`src/rom_pkg.sv`:
```
// Constants shared by the ROM interface controller
package rom_pkg;
  localparam logic [31:0] ROM_BANK0_CONFIG_ADDR = 32'h0320_0080;
  localparam logic [31:0] ROM_BANK1_CONFIG_ADDR = 32'h0320_0084;
  localparam logic [31:0] ROM_REGION_LAST      = 32'h01FF_FFFF;
  localparam logic [7:0]  ROM_CONFIG_RESET     = 8'h40;
  localparam int          ROM_BANK_SELECT_BIT  = 24;
  localparam int          ROM_NSEQ_LSB         = 0;
  localparam int          ROM_BURST_LSB        = 3;
  localparam int          ROM_SPEED_BIT        = 5;
  localparam int          ROM_WIDTH_BIT        = 6;
  localparam logic [3:0]  ROM_NSEQ_SLOWEST     = 4'h7;
  localparam logic [3:0]  ROM_BURST_SLOWEST    = 4'h4;
  localparam logic [2:0]  ROM_NSEQ_FASTEST_CODE = 3'h5;

  typedef enum logic [1:0] {
    ROM_IDLE  = 2'b00,
    ROM_FIRST = 2'b01,
    ROM_WAIT  = 2'b10,
    ROM_DONE  = 2'b11
  } rom_state_t;
endpackage

```
`src/rom_interface_controller.sv`:
```
// ROM interface controller: chip select, latched address, half-word assembly, bank configuration
// Overview of operation
// - Chip select is asserted only for addresses 0x00000000 to 0x01FFFFFF.
// - Writes to the ROM region never assert the chip select.
// - Config bit 5 clear doubles every access time; set leaves the counts unchanged.
// - Burst reads step bits 3:2 of the latched address, up to four reads.
// - Config bit 6 clear selects a 32-bit bank, set selects a 16-bit bank.
// - A 16-bit bank without burst does two non-sequential fetches and joins them into one word.
// - A 16-bit bank with burst does the first half non-sequential and the second as a burst cycle.
// - In a 16-bit bank the address is shifted up one so its low bit appears on line 2.
// - The half word at the lower ROM address forms the low 16 bits of the returned word.
// - Both configuration registers reset to 0x40.
// - Byte writes at 0x03200080 and 0x03200084 program bank 0 and bank 1 configuration.
// - Non-sequential codes 000 to 101 give 7 down to 2 cycles at normal speed.
// - Burst code 00 is off, and 01, 10, 11 give 4, 3, 2 cycles at normal speed.
// - Reading a configuration register returns the fields last written.
module rom_interface_controller
  import rom_pkg::*;
#(
  parameter int ADDR_WIDTH = 29
) (
  input  wire logic                  clock,
  input  wire logic                  rst_n,
  input  wire logic                  access_request,
  input  wire logic                  access_write,
  input  wire logic                  access_sequential,
  input  wire logic [31:0]           access_address,
  input  wire logic [7:0]            access_write_data,
  output logic                       access_done,
  output logic      [31:0]           access_read_data,
  output logic                       rom_select_n,
  output logic      [ADDR_WIDTH-1:0] latched_address_bus,
  input  wire logic [31:0]           rom_data
);
  // Below 26 lines a 16-bit bank cannot reach the whole region; above 32 the word address runs out
  if (ADDR_WIDTH < 26 || ADDR_WIDTH > 32) begin : g_width_check
    $error("ADDR_WIDTH must lie between 26 and 32");
  end

  logic [7:0]      bank0_config_reg;
  logic [7:0]      bank1_config_reg;
  rom_state_t      state_reg;
  logic [4:0]      count_reg;
  logic            half_reg;
  logic            burst_phase_reg;
  logic [1:0]      burst_offset_reg;
  logic [15:0]     low_half_reg;
  logic [31:0]     word_reg;
  logic [7:0]      active_config_reg;
  logic [4:0]      cycles;
  logic            burst_enabled;
  logic            in_rom;
  logic            rom_read;
  logic            config_hit0;
  logic            config_hit1;
  logic            wide16;
  logic [29:0]     word_address;
  logic [7:0]      request_config;

  assign in_rom       = access_address <= ROM_REGION_LAST;
  assign rom_read     = access_request && in_rom && !access_write;
  assign config_hit0  = access_address == ROM_BANK0_CONFIG_ADDR;
  assign config_hit1  = access_address == ROM_BANK1_CONFIG_ADDR;
  assign wide16       = active_config_reg[ROM_WIDTH_BIT];
  assign request_config = access_address[ROM_BANK_SELECT_BIT] ? bank1_config_reg : bank0_config_reg;

  rom_timing u_timing (
    .config_value  (active_config_reg),
    .burst_phase   (burst_phase_reg),
    .cycles        (cycles),
    .burst_enabled (burst_enabled)
  );

  // Configuration registers take byte writes at their own addresses
  always_ff @(posedge clock or negedge rst_n) begin
    if (!rst_n) begin
      bank0_config_reg <= ROM_CONFIG_RESET;
      bank1_config_reg <= ROM_CONFIG_RESET;
    end else if (access_request && access_write && state_reg == ROM_IDLE) begin
      if (config_hit0) begin
        bank0_config_reg <= {1'h0, access_write_data[6:0]};
      end
      if (config_hit1) begin
        bank1_config_reg <= {1'h0, access_write_data[6:0]};
      end
    end
  end

  // Burst offset steps within the quad word; a non-sequential access restarts it
  always_ff @(posedge clock or negedge rst_n) begin
    if (!rst_n) begin
      state_reg         <= ROM_IDLE;
      count_reg         <= 5'h0;
      half_reg          <= 1'b0;
      burst_phase_reg   <= 1'b0;
      burst_offset_reg  <= 2'h0;
      word_address      <= 30'h0;
      active_config_reg <= ROM_CONFIG_RESET;
    end else begin
      unique case (state_reg)
        ROM_IDLE: begin
          if (rom_read) begin
            active_config_reg <= request_config;
            word_address      <= access_address[31:2];
            half_reg          <= 1'b0;
            // Sequential hit in the same quad word of a 32-bit burst bank goes straight to burst timing
            burst_phase_reg   <= access_sequential && (request_config[ROM_BURST_LSB +: 2] != 2'h0)
                                 && !request_config[ROM_WIDTH_BIT]
                                 && access_address[3:2] != 2'h0
                                 && access_address[3:2] == burst_offset_reg + 2'h1;
            burst_offset_reg  <= access_address[3:2];
            state_reg         <= ROM_FIRST;
          end
        end
        ROM_FIRST: begin
          count_reg <= cycles - 5'h1;
          state_reg <= ROM_WAIT;
        end
        ROM_WAIT: begin
          if (count_reg != 5'h0) begin
            count_reg <= count_reg - 5'h1;
          end else if (wide16 && !half_reg) begin
            half_reg        <= 1'b1;
            burst_phase_reg <= burst_enabled;
            state_reg       <= ROM_FIRST;
          end else begin
            state_reg <= ROM_DONE;
          end
        end
        ROM_DONE: begin
          state_reg <= ROM_IDLE;
        end
      endcase
    end
  end

  // Data capture: lower ROM address supplies the low half
  always_ff @(posedge clock or negedge rst_n) begin
    if (!rst_n) begin
      low_half_reg <= 16'h0;
      word_reg     <= 32'h0;
    end else if (state_reg == ROM_WAIT && count_reg == 5'h0) begin
      if (!wide16) begin
        word_reg <= rom_data;
      end else if (!half_reg) begin
        low_half_reg <= rom_data[15:0];
      end else begin
        word_reg <= {rom_data[15:0], low_half_reg};
      end
    end
  end

  always_comb begin
    if (wide16) begin
      latched_address_bus = ADDR_WIDTH'({word_address[ADDR_WIDTH-3:0], half_reg, 2'h0});
    end else begin
      latched_address_bus = ADDR_WIDTH'({word_address[ADDR_WIDTH-3:0], 2'h0});
    end
  end

  // Register reads answer immediately from the current byte values
  always_comb begin
    if (state_reg == ROM_DONE) begin
      access_read_data = word_reg;
    end else if (config_hit0) begin
      access_read_data = {24'h0, bank0_config_reg};
    end else begin
      access_read_data = {24'h0, bank1_config_reg};
    end
  end

  assign access_done  = (state_reg == ROM_DONE)
                        || (access_request && state_reg == ROM_IDLE && !rom_read);
  assign rom_select_n = !(state_reg == ROM_FIRST || state_reg == ROM_WAIT);

  AST_NO_WRITE_SELECT: assert property (@(posedge clock) disable iff (!rst_n)
    (access_request && access_write && state_reg == ROM_IDLE) |=> rom_select_n)
    else $error("chip select asserted for a write");
  AST_RESET_CONFIG: assert property (@(posedge clock)
    $rose(rst_n) |-> bank0_config_reg == ROM_CONFIG_RESET && bank1_config_reg == ROM_CONFIG_RESET)
    else $error("configuration reset value wrong");
  AST_WRITE_BANK0: assert property (@(posedge clock) disable iff (!rst_n)
    (access_request && access_write && config_hit0 && state_reg == ROM_IDLE)
    |=> bank0_config_reg[6:0] == $past(access_write_data[6:0]))
    else $error("bank 0 configuration not written");
  AST_OUT_RANGE: assert property (@(posedge clock) disable iff (!rst_n)
    (access_request && state_reg == ROM_IDLE && access_address > ROM_REGION_LAST) |=> rom_select_n)
    else $error("chip select outside ROM range");
  AST_SLOW_32: assert property (@(posedge clock) disable iff (!rst_n)
    (state_reg == ROM_FIRST && !burst_phase_reg && active_config_reg[7:0] == 8'h00)
    |=> count_reg == 5'hD)
    else $error("half speed count wrong");
  AST_FAST_NSEQ: assert property (@(posedge clock) disable iff (!rst_n)
    (state_reg == ROM_FIRST && !burst_phase_reg && active_config_reg == 8'h25) |=> count_reg == 5'h1)
    else $error("fastest non-sequential count wrong");
  AST_BURST_FAST: assert property (@(posedge clock) disable iff (!rst_n)
    (state_reg == ROM_FIRST && burst_phase_reg && active_config_reg[5:3] == 3'b111) |=> count_reg == 5'h1)
    else $error("fastest burst count wrong");
  AST_HALF_LINE2: assert property (@(posedge clock) disable iff (!rst_n)
    (wide16 && !rom_select_n) |-> latched_address_bus[2] == half_reg && latched_address_bus[1:0] == 2'h0)
    else $error("16-bit half address not on line 2");
  AST_SELECT_RANGE: assert property (@(posedge clock) disable iff (!rst_n)
    !rom_select_n |-> {word_address, 2'h0} <= ROM_REGION_LAST)
    else $error("chip select for an address outside the ROM region");
  AST_HALF_NSEQ: assert property (@(posedge clock) disable iff (!rst_n)
    (state_reg == ROM_WAIT && count_reg == 5'h0 && wide16 && !half_reg && !burst_enabled)
    |=> state_reg == ROM_FIRST && half_reg && !burst_phase_reg)
    else $error("16-bit second fetch not non-sequential");
  AST_HALF_BURST: assert property (@(posedge clock) disable iff (!rst_n)
    (state_reg == ROM_WAIT && count_reg == 5'h0 && wide16 && !half_reg && burst_enabled)
    |=> state_reg == ROM_FIRST && half_reg && burst_phase_reg)
    else $error("16-bit second fetch not a burst cycle");
  AST_BURST_SLOW: assert property (@(posedge clock) disable iff (!rst_n)
    (state_reg == ROM_FIRST && burst_phase_reg && active_config_reg[5:3] == 3'b101) |=> count_reg == 5'h3)
    else $error("slowest burst count wrong");
  AST_BURST_IN_QUAD: assert property (@(posedge clock) disable iff (!rst_n)
    (state_reg == ROM_FIRST && burst_phase_reg && !half_reg) |-> latched_address_bus[3:2] != 2'h0)
    else $error("burst timing used across a quad word boundary");
endmodule

```
`src/rom_timing.sv`:
```
// Converts configuration timing fields into memory clock cycle counts
module rom_timing
  import rom_pkg::*;
(
  input  wire logic [7:0] config_value,
  input  wire logic       burst_phase,
  output logic      [4:0] cycles,
  output logic            burst_enabled
);
  logic [2:0] nseq_code;
  logic [1:0] burst_code;
  logic [3:0] base;

  assign nseq_code     = config_value[ROM_NSEQ_LSB +: 3];
  assign burst_code    = config_value[ROM_BURST_LSB +: 2];
  assign burst_enabled = burst_code != 2'h0;

  always_comb begin
    if (burst_phase && burst_enabled) begin
      base = ROM_BURST_SLOWEST - {2'h0, burst_code} + 4'h1;
    end else if (nseq_code > ROM_NSEQ_FASTEST_CODE) begin
      base = 4'h2;
    end else begin
      base = ROM_NSEQ_SLOWEST - {1'h0, nseq_code};
    end
    cycles = config_value[ROM_SPEED_BIT] ? {1'h0, base} : {base, 1'h0};
  end
endmodule

```
`config.mk`:
```
export PLATFORM = sky130hd
export DESIGN_NAME = rom_interface_controller
export DESIGN_NICKNAME = d
export VERILOG_FILES = /design/src/rom_pkg.sv /design/src/rom_interface_controller.sv /design/src/rom_timing.sv
export SDC_FILE = /design/constraint.sdc
export NUM_CORES = 1
export LEC_CHECK = 0
export ABC_AREA = 0
export CAP_MARGIN = 20
export CELL_PAD_IN_SITES_DETAIL_PLACEMENT = 0
export CELL_PAD_IN_SITES_GLOBAL_PLACEMENT = 1
export CORE_ASPECT_RATIO = 1.75
export CORE_MARGIN = 10
export CORE_UTILIZATION = 25
export CTS_BUF_LIST = sky130_fd_sc_hd__clkbuf_4 sky130_fd_sc_hd__clkbuf_8
export DETAILED_ROUTE_END_ITERATION = 12
export DONT_BUFFER_PORTS = 1
export PLACE_DENSITY_LB_ADDON = 0.1
export SYNTH_ARGS = -nofsm -noshare
export SYNTH_HDL_FRONTEND = slang
export SYNTH_SLANG_ARGS = --single-unit
```
`constraint.sdc`:
```
create_clock -name clock -period 2.8 [get_ports clock]
set_input_delay 0.14 -clock clock [delete_from_list [all_inputs] [get_ports clock]]
set_output_delay 0.14 -clock clock [all_outputs]
set_load 0.005 [all_outputs]
```
# --- Yosys cells after proc, flatten, opt, wreduce, memory -nomap -nowiden ---
# Index checks and enable logic that the tools add are counted.
word_totals:
  regBits: 107
  wordCells: 90
  in_bits: 77
  out_inout_bits: 63
op_classes:
  reduce_logical: 36
  magnitude_cmp: 2
  n_mux: 23
  n_bitwise: 1
  eq_ne: 11
  n_addsub: 6
op_table:
  columns: ["operator", "n"]
  rows:
  - ["$mux 32", 3]
  - ["$eq 32x26->1 const B", 2]
  - ["$le 32x25->1 const B", 1]
  - ["$mux 29", 1]
  - ["$mux 7", 2]
  - ["$logic_and 1x1->1", 13]
  - ["$reduce_and 2->1", 6]
  - ["$mux 5", 2]
  - ["$ne 2x2->1 const B", 5]
  - ["$pmux 5 s2", 1]
  - ["$reduce_bool 2->1", 5]
  - ["$sub 5x1->5 const B", 2]
  - ["$mux 4", 2]
  - ["$pmux 2 s4", 1]
  - ["$mux 1", 6]
  - ["$mux 2", 3]
  - ["$logic_not 1->1", 5]
  - ["$logic_not 5->1", 1]
  - ["$reduce_bool 5->1", 1]
  - ["$add 4x1->4 const B", 1]
  - ["$eq 2x2->1 const B", 2]
  - ["$pmux 1 s2", 2]
  - ["$reduce_and 4->1", 1]
  - ["$sub 3x2->4 const A", 1]
  - ["9 further kinds", 10]

# --- Logic depth before layout (Yosys ltp) ---
depth:
  depth_word: 8
  depth_mapped: 9
  mapped_depth_nobuf: 7

# --- Hierarchy ---
# From an unflattened synthesis, not the netlist that was laid out.
hier_totals:
  hier_cells: 506
  hier_area_um2: 5680.4
modules_own_cells:
  columns: ["mod", "cells_each", "n_inst", "seq_area_each_um2", "area_each_um2"]
  rows:
  - ["rom_interface_controller", 488, 1, 2631.3, 5559.1]
  - ["rom_timing", 18, 1, 0.0, 121.4]

# --- Least setup slack after synthesis ---
# OpenSTA, ideal clock, no wires.
synth_timing:
  path_type: "register to register"
  start: "register state_reg[0]"
  end: "register count_reg[4]"
  t_required_ns: 2.677
  path_stages_with_launch: 8
  slack_ns: 0.896
  arrival_ns: 1.781
  cell_sequence: "dfrtp_1 inv_1 ha_1 clkbuf_1 a222oi_1 ha_1 nand3_1 xor2_1"
synth_via:
  elab_chain_cells: 3
  elab_cells_between_ends: 6
  classes_between: "3 x eq/ne; 1 x mux; 2 x reduce/logical"
synth_rtl:
  columns: ["element", "line_no", "rtl"]
  rows:
  - ["start, declared", "rom_interface_controller.sv:42", "rom_state_t state_reg;"]
  - ["start signal, assigned", "rom_interface_controller.sv:92", "state_reg <= ROM_IDLE;"]
  - ["start signal, assigned", "rom_interface_controller.sv:112", "state_reg <= ROM_FIRST;"]
  - ["start signal, assigned", "rom_interface_controller.sv:117", "state_reg <= ROM_WAIT;"]
  - ["$eq 2x2->1 or $eq 2x1->1 (tied branches)", "rom_interface_controller.sv:100", "unique case (state_reg)"]
  - ["$ne 2x2->1 (no line) or $reduce_bool 2->1 (tied branches)", null, null]
  - ["$reduce_and 2->1 (no line)", null, null]
  - ["end signal, assigned", "rom_interface_controller.sv:116", "count_reg <= cycles - 5'h1;"]
  - ["end signal, assigned", "rom_interface_controller.sv:121", "count_reg <= count_reg - 5'h1;"]
  - ["end, declared", "rom_interface_controller.sv:43", "logic [4:0] count_reg;"]
# Parallel ways exist; a longest one is shown, timed or not.
# A chain may end at the register's enable or synchronous reset.

# --- Final worst setup path ---
layout_timing:
  start: "register state_reg[1]"
  end: "output port access_read_data[6]"
layout_via:
  elab_chain_cells: 2
layout_rtl:
  columns: ["element", "line_no", "rtl"]
  rows:
  - ["$eq 2x2->1", "rom_interface_controller.sv:163", "if (state_reg == ROM_DONE) begin"]
  - ["$mux 32", "rom_interface_controller.sv:163", null]
  - ["end, declared", "rom_interface_controller.sv:30", "output logic [31:0] access_read_data,"]
# Every way passes these cells.

==> results.md <==
* Worst-path cell chain: ha_1 > buf_4 > a221o_1
* Area of the multi-input gates at about 2600 um2
* Status: complete, no violations
* Detailed-route via count at 3,873
* First DRT Iteration DRCs at 163
* Post-Route Skew at between 0.015 and 0.02 ns
* Initial core utilization at 0.253
* CP Capture Type: primary output
* Critical-path top delay cell: ha_1
* Avg Cell Area, Syn at roughly 11 um2
* Slew Viols, Final at 0
* Core ar. at 21,400 um2
* Die height at 215 um
* CTS max path bufs at 2
* Number of max-cap violations at 0
* Final Setup Violations at 0
* Worst hold start: access_sequential
* Post-synthesis sequential area ratio at 0.486
* Clock slew at reported path FFs at about 0.10 ns
* Slew HR at 0.361
* Critical path required time at 2.66 ns
* Post-synthesis cell type count at 49
* Post-route clock period utilization at 0.843
* DRC viols at 0
* Final HPWL DP at 11,200 um
* DP Worst Slack at ~0.57 ns
* Sum Neg Setup Slack at 0 ns
* Area delta synth->final at 22.9%
* Post-synth EDFFs at 0
* Most frequent cells in the layout: dfrtp_1 (102), mux2_2 (79), dlygate4sd3_1 (64), nand2_1 (52), o21ai_0 (44)
* Leak pwr at slightly below 0.003 uW
* Vias per cell at roughly 4.6
* FF+latch count, synth at 105
* I/O Buffers at 0
* Mapped Cells at ~480
* Ratio of cells with drive above 1 in the final layout at 0.217
* Ant. Diodes at 0
* Per-cell routed wire length at around 19 um
* Commonest non-fill, non-tap cell in the layout: dfrtp_1
* Io pins at between 100 and 150
* Post-CTS Setup Bufs at 0
* Post-Syn Area at about 5400 um2
* Crit Path Category: flip-flop to primary output
* R2r startpoint: state_reg[0]$_DFFE_PN0P_
* CTS Root Buffer Type: clkbuf_8
* H-tree depth at 3
* FMAX at 424 MHz
* Initial antenna violation count at 0
* Max reg flops at 32
* Clock sink count at approximately 110
* Power per cell area at 629 nW/um2
* Yosys warns at 0
* Gpl congestion at just over 0.7
* Crit path DAT at roughly 2.2 ns
* Register Area at roughly 2600 um2
* CP peak stage delay at 0.81 ns
* Hold Violations, Final at 0
* First-pass GRT wire length at between 20,000 and 30,000 um
* Final Instance Area at 6650 um2
* Slew @ Worst Pin at approximately 0.96 ns
* RSZ-0062 raised after global routing: false
* Worst setup path startpoint: state_reg[1]$_DFFE_PN0P_
* Total CTS buffers at 9
* Nets@finish at between 600 and 700
* Post-route ant nets at 0
* Post-Place Cell Area at around 5700 um2
* Worst Hold Path Cells at 3
* Vias in the first global route at ~4,300
* Post-cts gate resize count at 0
* Final worst slack at between 0.4 and 0.5 ns
* CP Launch Type: flip-flop
* CTS tree: done
* Die Span X at ~130 um
* Row cnt at 71
* Synth async-reset ratio at 1.00
* GRT Total Usage at 0.116
* Clk_lat worst skew at 0.39 ns
* Peak supply drop at 0.392 mV
* CP max FO at 23
* Filler cells at around 2,200
* Die area at around 28,000 um2
* Prevailing post-synth register cell: dfrtp_1
* First-pass DRT Iterations at 4
* Tmin final at 2.36 ns
* Path depth of the worst reg2reg path at 7
* Hold Crit Class: input pin to flip-flop
* Largest net degree at the start of global routing at around 110
* Overflow after GRT at 0
* Final WL at between 15,000 and 20,000 um
through the flow:
| step | util | hold slack [ns] | std cells | power, uW |
|---|---|---|---|---|
| global route | 0.311 | 0.0774 | 840 | 4530 |
| global placement | 0.268 | -0.151 | 759 | 2960 |
| floorplan | - | -0.156 | 484 | 2640 |
| finish | 0.311 | 0.0703 | 840 | 4190 |
| CTS | 0.311 | 0.0321 | 840 | 4310 |
| detailed placement | 0.268 | -0.149 | 759 | 2980 |
synthesized netlist by cell type, types with 3 or more instances:
cell type  number  area share
and2_1         31       0.036
nand2b_1        4      0.0046
dfstp_2         3       0.015
inv_1           6      0.0042
a221o_1         7       0.013
mux2_2         79        0.16
nand2_1        53       0.037
dfrtp_1       102        0.47
clkbuf_1       23       0.016
ha_1            6       0.014
a21oi_1         3      0.0028
nand3_1         3      0.0028
nor4b_1         3      0.0049
nor2b_1        10       0.012
o21ai_0        44       0.041
nor3b_1         9       0.012
mux2i_1        39       0.072
buf_4           4      0.0055
nor4_1          3      0.0035
nor2_1         14      0.0097
nor3_1          4      0.0037
logic make-up (layout without fill, tap and decap cells):
logic type               Yosys count  count (layout)  synth area share
buffers and inverters             36             100            0.0305
adder cells (fa/ha/maj)            6               6            0.0139
flip-flops                       105             105             0.486
other                              1               2          0.000693
XOR/XNOR                           2               2           0.00324
AO/OA/AOI/OAI                     71              71            0.0832
multiplexers                     119             119             0.239
AND/OR/NAND/NOR                  143             143             0.144
final timing paths:
check,end,slack [ns]
max in group asynchronous,burst_phase_reg$_DFFE_PN0P_,1.92
max reg2reg,count_reg[4]$_DFFE_PN0P_,0.55
min reg2reg,word_reg[9]$_DFFE_PN0P_,0.48
min in group asynchronous,word_address[18]$_DFFE_PN0P_,0.31
min,burst_phase_reg$_DFFE_PN0P_,0.07
max,access_read_data[6],0.44
cell type report:
| type | instances | share of cell area |
|---|---|---|
| Clock buffer | 13 | 0.0259 |
| Clock inverter | 3 | 0.0103 |
| Inverter | 6 | 0.00338 |
| Multi-Input combinational cell | 343 | 0.394 |
| Sequential cell | 105 | 0.396 |
| Tap cell | 292 | 0.0549 |
| Timing Repair Buffer | 78 | 0.115 |
power by group:
part           leakage [uW]  switching (uW)  internal, uW
Combinational       0.00148             609           461
Clock              0.000124             564           591
Sequential          0.00129             173          1790
Total               0.00290            1350          2840
what timing repair did:
action / CTS / global route
hold endpoints to repair: 196 / 0
hold buffers: 65 / 0
endpoints found under the setup margin: 0 / 0
layer usage:
metal,global-route usage,wire (um)
met5,0,0
met4,0.0456,288
met3,0.0368,1000
met1,0.129,6530
met2,0.200,8290
worst max-delay path, delay by kind of cell (launching register included):
kind,cells,cell delay [ns]
buf+inv,1,0.35
compound gates,1,0.23
flops,1,0.43
fa+ha+maj,1,0.81
No activity file was read; power rests on OpenSTA's default activity.
